--- config.mk ---
export PLATFORM = sky130hd
export DESIGN_NAME = mas_mux
export DESIGN_NICKNAME = d
export VERILOG_FILES = /design/src/design/mas_pkg.sv /design/src/design/mas_mux.sv /design/src/design/mas_lane_decode.sv
export SDC_FILE = /design/constraint.sdc
export NUM_CORES = 1
export LEC_CHECK = 0
export ABC_AREA = 1
export BUFFER_PORTS_ARGS = -buffer_cell sky130_fd_sc_hd__buf_2
export CORE_UTILIZATION = 38
export CTS_CLUSTER_DIAMETER = 80
export DETAILED_ROUTE_END_ITERATION = 8
export GPL_TIMING_DRIVEN = 0
export MAX_ROUTING_LAYER = met4
export PLACE_DENSITY = 0.66
export SYNTH_ARGS = -nofsm -noshare
export SYNTH_HDL_FRONTEND = slang
export SYNTH_SLANG_ARGS = --single-unit
--- constraint.sdc ---
create_clock -name sys_clk -period 1.7 [get_ports sys_clk]
set_input_delay 0.34 -clock sys_clk [delete_from_list [all_inputs] [get_ports sys_clk]]
set_output_delay 0.34 -clock sys_clk [all_outputs]
set_load 0.01 [all_outputs]
--- src/design/mas_pkg.sv ---
package mas_pkg;

  // ----------------------------------------------------------------
  // widths of the memory pin interface
  // ----------------------------------------------------------------
  localparam int MAS_SYS_ADDR_W = 24;        // system address, byte granular
  localparam int MAS_MA_W       = 12;        // memory address pins
  localparam int MAS_COL_W      = 11;        // multiplexed row/column width

  // ----------------------------------------------------------------
  // field positions within the system address
  // ----------------------------------------------------------------
  localparam int MAS_UPPER_LSB  = 12;        // start of upper_bus_addr
  localparam int MAS_ROW_LSB    = 12;        // dram row taken from here
  localparam int MAS_COL_LSB    = 1;         // dram column taken from here
  localparam int MAS_BANK_BIT   = 23;        // bank select bit for dram/sram

  // ----------------------------------------------------------------
  // reset values: every strobe and select idles high
  // ----------------------------------------------------------------
  localparam logic [3:0]  MAS_STROBES_IDLE = 4'hF;
  localparam logic [1:0]  MAS_ROWS_IDLE    = 2'h3;
  localparam logic [11:0] MAS_MA_RESET     = 12'h000;

  // ----------------------------------------------------------------
  // cycle counts of the dram access sequence
  // ----------------------------------------------------------------
  localparam int MAS_ROW_CYCLES = 2;         // row address to column switch
  localparam int MAS_COL_CYCLES = 2;         // column strobe width

  // ----------------------------------------------------------------
  // sequencer states
  // ----------------------------------------------------------------
  typedef enum logic [2:0] {
    MAS_IDLE  = 3'b000,
    MAS_ROW   = 3'b001,
    MAS_COL   = 3'b010,
    MAS_STAT  = 3'b011,
    MAS_DONE  = 3'b100
  } mas_state_e;

endpackage

--- src/design/mas_mux.sv ---
`timescale 1ns/1ns
// Summary of operation
// - column strobe low only with column address
// - two column strobes per bank, per byte
// - sram mode reuses strobes as byte selects
// - sram byte selects active low, two banks
// - dram or sram chosen by firmware setting
// - active-low os rom select on access
// - rom select decodes direct or translated address
// - dram address pins carry row then column
// - sram mode drives address bits 12 to 23
// - other cycles except internal i/o drive upper bus address bits
// - row strobe per bank with row address
// - one write strobe for dram and sram
module mas_mux
  import mas_pkg::*;
(
  // clock and reset
  input  wire logic                      sys_clk,
  input  wire logic                      rst,
  // configuration, steady while cycles run
  input  wire logic                      cfg_sram_mode,        // 1: sram main memory
  input  wire logic                      cfg_rom_translated,   // 1: rom decodes windowed addr
  // cycle request, from core logic on sys_clk
  input  wire logic                      cyc_start,            // one-cycle pulse
  input  wire logic                      cyc_sys_mem,          // targets system memory
  input  wire logic                      cyc_int_io,           // targets internal i/o
  input  wire logic                      cyc_write,            // write cycle
  input  wire logic                      cyc_hi_byte,          // upper byte lane
  input  wire logic                      cyc_lo_byte,          // lower byte lane
  input  wire logic [MAS_SYS_ADDR_W-1:0] cyc_addr,             // direct physical address
  input  wire logic [MAS_SYS_ADDR_W-1:0] cyc_win_addr,         // translated address
  input  wire logic                      cyc_rom_direct_hit,   // rom range, direct decode
  input  wire logic                      cyc_rom_win_hit,      // rom range, window decode
  // memory pins
  output logic [3:0]                     col_strobe_n,         // bank1h,bank1l,bank0h,bank0l
  output logic [1:0]                     row_strobe_per_bank,  // active low, one per bank
  output logic                           mem_write_strobe_n,
  output logic                           os_rom_select_n,
  output logic [MAS_MA_W-1:0]            mem_addr_out,
  output logic [MAS_COL_W-1:0]           lower_bus_addr,       // address bits 11..1
  // status
  output logic                           cyc_busy
);

  // ----------------------------------------------------------------
  // state
  // ----------------------------------------------------------------
  mas_state_e                 state_q, state_d;        // sequencer
  logic [1:0]                 cnt_q, cnt_d;            // phase counter
  logic [MAS_SYS_ADDR_W-1:0]  addr_q, addr_d;          // captured address
  logic                       sram_q, sram_d;          // captured mode
  logic                       write_q, write_d;
  logic                       hi_q, hi_d;
  logic                       lo_q, lo_d;
  logic                       rom_q, rom_d;            // rom hit of this cycle
  logic [3:0]                 col_q, col_d;
  logic [1:0]                 row_q, row_d;
  logic                       we_q, we_d;
  logic                       romsel_q, romsel_d;
  logic [MAS_MA_W-1:0]        ma_q, ma_d;
  logic [MAS_COL_W-1:0]       la_q, la_d;
  logic                       busy_q, busy_d;
  logic                       lane_en;                 // lane decoder enable
  logic [3:0]                 lanes_n;                 // decoded byte strobes

  // ----------------------------------------------------------------
  // helpers
  // ----------------------------------------------------------------
  // upper address field shared by sram and non-memory cycles
  function automatic logic [MAS_MA_W-1:0] upper_bits(input logic [MAS_SYS_ADDR_W-1:0] a);
    upper_bits = a[MAS_UPPER_LSB +: MAS_MA_W];
  endfunction

  // byte lane strobes share one decoder for dram and sram
  mas_lane_decode u_lanes (
    .bank      (addr_q[MAS_BANK_BIT]),
    .hi_byte   (hi_q),
    .lo_byte   (lo_q),
    .enable    (lane_en),
    .strobes_n (lanes_n)
  );

  // ----------------------------------------------------------------
  // next state
  // ----------------------------------------------------------------
  // pins are updated one cycle after the state that wants them, so an
  // address always settles before its strobe falls
  always_comb begin
    state_d  = state_q;
    cnt_d    = cnt_q;
    addr_d   = addr_q;
    sram_d   = sram_q;
    write_d  = write_q;
    hi_d     = hi_q;
    lo_d     = lo_q;
    rom_d    = rom_q;
    col_d    = MAS_STROBES_IDLE;
    row_d    = MAS_ROWS_IDLE;
    we_d     = 1'b1;
    romsel_d = 1'b1;
    ma_d     = ma_q;
    la_d     = la_q;
    busy_d   = busy_q;
    lane_en  = 1'b0;
    case (state_q)
      MAS_IDLE: begin
        busy_d = 1'b0;
        if (cyc_start) begin
          addr_d  = cyc_addr;
          sram_d  = cfg_sram_mode;
          write_d = cyc_write;
          hi_d    = cyc_hi_byte;
          lo_d    = cyc_lo_byte;
          // translated or direct decode picks both hit and address
          rom_d   = cfg_rom_translated ? cyc_rom_win_hit : cyc_rom_direct_hit;
          if (cfg_rom_translated) begin
            addr_d = cyc_win_addr;
          end
          busy_d  = 1'b1;
          cnt_d   = 2'h0;
          if (cyc_sys_mem && !cfg_sram_mode) begin
            state_d = MAS_ROW;
            ma_d    = {1'b0, cyc_addr[MAS_ROW_LSB +: MAS_COL_W]};
          end else if (cyc_sys_mem) begin
            state_d = MAS_STAT;
            ma_d    = upper_bits(cyc_addr);
            la_d    = cyc_addr[MAS_COL_LSB +: MAS_COL_W];
          end else if (cyc_int_io) begin
            state_d = MAS_DONE;                // internal i/o leaves pins alone
          end else begin
            state_d = MAS_STAT;
            ma_d    = upper_bits(cfg_rom_translated ? cyc_win_addr : cyc_addr);
            la_d    = cyc_addr[MAS_COL_LSB +: MAS_COL_W];
          end
        end
      end
      MAS_ROW: begin
        // row address already on pins, assert row strobe of the bank
        row_d = addr_q[MAS_BANK_BIT] ? 2'h1 : 2'h2;
        cnt_d = cnt_q + 2'h1;
        if (cnt_q == 2'(MAS_ROW_CYCLES - 1)) begin
          ma_d    = {1'b0, addr_q[MAS_COL_LSB +: MAS_COL_W]};
          cnt_d   = 2'h0;
          state_d = MAS_COL;
        end
      end
      MAS_COL: begin
        // row strobe stays low through the column phase
        row_d   = addr_q[MAS_BANK_BIT] ? 2'h1 : 2'h2;
        // column address was driven last cycle, only now strobe
        lane_en = 1'b1;
        col_d   = lanes_n;
        we_d    = ~write_q;
        cnt_d   = cnt_q + 2'h1;
        if (cnt_q == 2'(MAS_COL_CYCLES - 1)) begin
          state_d = MAS_DONE;
        end
      end
      MAS_STAT: begin
        // sram byte selects or rom select for one access phase
        lane_en  = sram_q;
        col_d    = lanes_n;
        we_d     = ~(write_q & sram_q);
        romsel_d = ~rom_q;
        cnt_d    = cnt_q + 2'h1;
        if (cnt_q == 2'(MAS_COL_CYCLES - 1)) begin
          state_d = MAS_DONE;
        end
      end
      MAS_DONE: begin
        // strobes return high for one cycle before the next request
        busy_d  = 1'b0;
        state_d = MAS_IDLE;
      end
      default: begin
        state_d = MAS_IDLE;
      end
    endcase
  end

  // ----------------------------------------------------------------
  // registers
  // ----------------------------------------------------------------
  // synchronous reset puts every strobe in its idle high level
  always_ff @(posedge sys_clk) begin
    if (rst) begin
      state_q  <= MAS_IDLE;
      cnt_q    <= 2'h0;
      addr_q   <= '0;
      sram_q   <= 1'b0;
      write_q  <= 1'b0;
      hi_q     <= 1'b0;
      lo_q     <= 1'b0;
      rom_q    <= 1'b0;
      col_q    <= MAS_STROBES_IDLE;
      row_q    <= MAS_ROWS_IDLE;
      we_q     <= 1'b1;
      romsel_q <= 1'b1;
      ma_q     <= MAS_MA_RESET;
      la_q     <= '0;
      busy_q   <= 1'b0;
    end else begin
      state_q  <= state_d;
      cnt_q    <= cnt_d;
      addr_q   <= addr_d;
      sram_q   <= sram_d;
      write_q  <= write_d;
      hi_q     <= hi_d;
      lo_q     <= lo_d;
      rom_q    <= rom_d;
      col_q    <= col_d;
      row_q    <= row_d;
      we_q     <= we_d;
      romsel_q <= romsel_d;
      ma_q     <= ma_d;
      la_q     <= la_d;
      busy_q   <= busy_d;
    end
  end

  // ----------------------------------------------------------------
  // outputs, straight from flops
  // ----------------------------------------------------------------
  assign col_strobe_n        = col_q;
  assign row_strobe_per_bank = row_q;
  assign mem_write_strobe_n  = we_q;
  assign os_rom_select_n     = romsel_q;
  assign mem_addr_out        = ma_q;
  assign lower_bus_addr      = la_q;
  assign cyc_busy            = busy_q;

endmodule

--- src/design/mas_lane_decode.sv ---
`timescale 1ns/1ns
// ----------------------------------------------------------------
// byte lane decoder: request lanes and bank to four active-low strobes
// ----------------------------------------------------------------
module mas_lane_decode
  import mas_pkg::*;
(
  // request
  input  wire logic       bank,       // 1 selects bank1
  input  wire logic       hi_byte,    // upper byte lane wanted
  input  wire logic       lo_byte,    // lower byte lane wanted
  input  wire logic       enable,     // strobes may assert
  // result, order bank1-high, bank1-low, bank0-high, bank0-low
  output logic [3:0]      strobes_n
);

  // one strobe per byte of each 16-bit bank
  always_comb begin
    strobes_n = MAS_STROBES_IDLE;
    if (enable) begin
      strobes_n[3] = ~(bank & hi_byte);
      strobes_n[2] = ~(bank & lo_byte);
      strobes_n[1] = ~(~bank & hi_byte);
      strobes_n[0] = ~(~bank & lo_byte);
    end
  end

endmodule

==> flow_results.xml <==
<?xml version="1.0" encoding="UTF-8"?>
<metrics>
  <group name="timing">
    <metric name="tightestPinTransition" unit="ps">584</metric>
    <metric name="timing_max_transition_violations_final" unit="">0</metric>
    <metric name="timing.slew.headroom" unit="%">61.1</metric>
    <metric name="finalHoldViolCount" unit="">0</metric>
    <metric name="tns" unit="ps">0</metric>
    <metric name="clock_tree_skew_after_final_layout" unit="ps">2.93</metric>
    <metric name="finalCriticalPeriod" unit="ps">1400</metric>
    <metric name="achievable_freq" unit="MHz">713</metric>
    <metric name="min_period_over_period" unit="%">82.6</metric>
    <metric name="rsz_0062_raised_after_global_routing" unit="">false</metric>
    <metric name="setup_viol" unit="">0</metric>
  </group>
  <group name="yosys">
    <metric name="mappedNetlistArea" unit="µm²">2680</metric>
    <metric name="syn-instance-count" unit="">387</metric>
    <metric name="synthFlopType" unit="">dfxtp_1</metric>
    <metric name="yosys.cell_types.count" unit="">26</metric>
    <metric name="synth.largest_area_cell" unit="">dfxtp_1</metric>
    <metric name="syn-mean-instance-area" unit="µm²">6.93</metric>
    <metric name="yosys_warnings" unit="">0</metric>
    <metric name="netlist_top_cells_area" unit="">dfxtp_1, nand2_1, nor2_1</metric>
    <metric name="synth-seq-cells" unit="">54</metric>
    <metric name="synth_fp_nets" unit="">449</metric>
    <metric name="post-synth-top-count-cell" unit="">nand2_1</metric>
    <metric name="synth_edf_count" unit="">0</metric>
    <metric name="synth-seq-area-share" unit="%">40.3</metric>
    <metric name="synth_top_area_share" unit="%">40.3</metric>
    <metric name="synth-async-reset-ratio" unit="%">0</metric>
    <metric name="ys_top_cells_by_count" unit="">nand2_1, dfxtp_1, nor2_1</metric>
  </group>
  <group name="pwr">
    <metric name="power_per_cell_area" unit="nW/µm²">1400</metric>
    <metric name="total_power_consumption_of_the_routed_design" unit="mW">4.66</metric>
    <metric name="vdd_ir_drop_max" unit="µV">479</metric>
    <metric name="power_share_of_the_sequential_group" unit="%">38.8</metric>
    <metric name="power_frac_comb" unit="%">46.3</metric>
    <metric name="power.static_leakage" unit="nW">1.73</metric>
    <metric name="p_clk_share" unit="%">15.0</metric>
    <metric name="cellInternalPower" unit="mW">2.77</metric>
    <metric name="power.net_switching" unit="mW">1.89</metric>
    <metric name="netSwitchingFraction" unit="%">40.5</metric>
  </group>
  <group name="clock_network">
    <metric name="clock_tree_root" unit="">clkbuf_8</metric>
    <metric name="cts_buffer_depth" unit="">2</metric>
    <metric name="numClockSinks" unit="">54</metric>
    <metric name="cts_inserted_buffers" unit="">5</metric>
    <metric name="cts.hold.buffers_added" unit="">0</metric>
    <metric name="htree_levels" unit="">2</metric>
    <metric name="clock_latency" unit="ps">300</metric>
    <metric name="clk_transition_reported_paths" unit="ps">90</metric>
    <metric name="cts_tree" unit="">yes</metric>
    <metric name="ctsResizeCount" unit="">0</metric>
    <metric name="post_cts_setup_repair_bufs" unit="">0</metric>
  </group>
  <group name="floorplan">
    <metric name="fp.dieArea" unit="µm²">7400</metric>
    <metric name="top_level_ports" unit="">92</metric>
    <metric name="std_cell_rows" unit="">30</metric>
    <metric name="die_w" unit="µm">86</metric>
    <metric name="core_region_area" unit="µm²">6790</metric>
    <metric name="floorplan.initialDensity" unit="%">39.5</metric>
    <metric name="die_extent_in_y" unit="µm">86</metric>
  </group>
  <group name="run_status">
    <metric name="status" unit="">completed</metric>
  </group>
  <group name="final_layout">
    <metric name="drive_above_1_share" unit="%">30.0</metric>
    <metric name="antenna-diode-count" unit="">0</metric>
    <metric name="layout-area-overhead-vs-synth" unit="%">24.1</metric>
    <metric name="final_net_count" unit="">545</metric>
    <metric name="layout.cell_area.non_filler" unit="µm²">3330</metric>
  </group>
  <group name="worst_setup_path">
    <metric name="worstSetupStartpointType" unit="">flop</metric>
    <metric name="cp.required" unit="ps">1910</metric>
    <metric name="worstPathMaxFanout" unit="">10</metric>
    <metric name="depth_of_the_worst_register_to_register_path" unit="">9</metric>
    <metric name="timing.setup.critical_path_class" unit="">flop to flop</metric>
    <metric name="timing.critical_path.arrival" unit="ps">1620</metric>
    <metric name="cp-end-kind" unit="">flop</metric>
  </group>
  <group name="routing">
    <metric name="vias" unit="">2600</metric>
    <metric name="post_drt_via_cell_ratio" unit="">4.49</metric>
    <metric name="dr.first_iter.drc_count" unit="">85</metric>
    <metric name="drt-pass1-iter-count" unit="">4</metric>
    <metric name="route.detailed.wl_per_inst" unit="µm">11.4</metric>
    <metric name="postRouteWirelength" unit="µm">6620</metric>
    <metric name="drtAntennaViolNets" unit="">0</metric>
    <metric name="route.detailed.drc" unit="">0</metric>
  </group>
  <group name="worst_hold_path">
    <metric name="min_path_cells" unit="">3</metric>
    <metric name="holdCritPathClass" unit="">input port to flop</metric>
  </group>
  <group name="global_routing">
    <metric name="grt_antenna_before_repair" unit="">0</metric>
    <metric name="grt_start_max_net_pins" unit="">16</metric>
    <metric name="vias_in_the_first_global_route" unit="">2351</metric>
    <metric name="overflow" unit="">0</metric>
    <metric name="groute.layer.met2.usage" unit="%">30.0</metric>
    <metric name="grt_first_pass_wirelength" unit="µm">10800</metric>
    <metric name="grt.met3_usage" unit="%">4.04</metric>
    <metric name="gr-usage-met1" unit="%">24.5</metric>
    <metric name="globalRouteTotalUtil" unit="%">18.9</metric>
    <metric name="top_usage_layer" unit="">met2</metric>
  </group>
  <group name="place">
    <metric name="dpl-instance-area" unit="µm²">3250</metric>
    <metric name="buffer_ports.inserted" unit="">89</metric>
    <metric name="dp_hpwl" unit="µm">5200</metric>
    <metric name="gpl.final_weighted_congestion" unit="">0.857</metric>
  </group>
  <group name="job">
    <metric name="maxCapViolations" unit="">0</metric>
  </group>
</metrics>
-- critical path, cell delays in order, from the launching register on --
cell and delay [ps]:
dfxtp_1 370, inv_1 50, ha_1 170, inv_1 100, nand3_1 140, nand2_2 130
buf_6 180, o21bai_2 70, nand2_1 60, nor2_1 40
-- kinds of logic after synthesis --
kind of cell               count (synthesis)  synth area share, %
AOI/OAI and AO/OA                         68                 16.1
adders and majority gates                  2                0.933
buffers and inverters                     66                 11.5
DFF                                       54                 40.3
and+or+nand+nor                          197                 31.1
-- cell type report --
class,instances,area [µm²]
inverters,48,181
fillers,718,3470
multi-input cells,267,1290
clock buffers,6,72.6
clock inverters,1,7.51
well taps,96,120
repair buffers,89,445
flip-flops and latches,54,1080
plain buffers,18,128
-- per-layer routing --
| metal | wire (µm) | vias up | share of wire (%) |
|---|---|---|---|
| met4 | 36 | 0 | 0.54 |
| met2 | 2940 | 83 | 44 |
| li1 | - | 1399 | - |
| met5 | 0 | - | 0 |
| met1 | 3240 | 1114 | 49 |
| met3 | 413 | 4 | 6.2 |
-- stage by stage --
step                cells  hold WS (ps)  utilization [%]  worst slack, ps
finish                579           275             49.0              297
CTS                   579           266             49.0              312
global route          579           264             49.0              195
floorplan             387           384                -              488
global placement      572           413             47.8              231
detailed placement    572           413             47.8              191
-- sequential cells by signal, summed over array words and instances (netlist names) --
signal	flops
cnt_q	2
mem_addr_out	12
rom_q	1
os_rom_select_n	1
mem_write_strobe_n	1
sram_q	1
hi_q	1
state_q	3
lo_q	1
row_strobe_per_bank	2
lower_bus_addr	11
write_q	1
addr_q	12
col_strobe_n	4
cyc_busy	1
-- power by group through the flow --
stage / sequential [mW] / combinational, mW / clock, mW
floorplan: 1.89 / 1.47 / 0
global placement: 1.83 / 2.10 / 0
detailed placement: 1.83 / 2.16 / 0
CTS: 1.80 / 2.17 / 0.712
global route: 1.85 / 2.42 / 0.764
finish: 1.81 / 2.16 / 0.697
-- placed cells by master (no fill, tap or decap) --
master        n
nor2_1       51
nand3_1      21
nand4_1       2
o21ai_1       6
nand2_1     106
nand2_2      10
nand3_2       3
nor2_2        1
inv_1        44
nor2_4        2
inv_2         3
a21oi_1      28
o2111ai_1     1
clkbuf_1      5
o21bai_2      9
dfxtp_1      54
buf_2        95
ha_1          2
o21ai_0      14
clkinvlp_4    1
clkbuf_8      5
a21oi_2       7
a31oi_1       1
buf_4         2
clkinv_2      1
o21bai_1      2
nor3_1        1
buf_6         6
-- final timing paths --
| check | start | to | slack, ps |
|---|---|---|---|
| max | cnt_q[1] | mem_addr_out[1] | 300 |
| min | cyc_hi_byte | hi_q | 270 |
| max reg2reg | cnt_q[1] | mem_addr_out[1] | 300 |
| min reg2reg | addr_q[23] | row_strobe_per_bank[1] | 440 |
(Power assumes the default switching activity.)
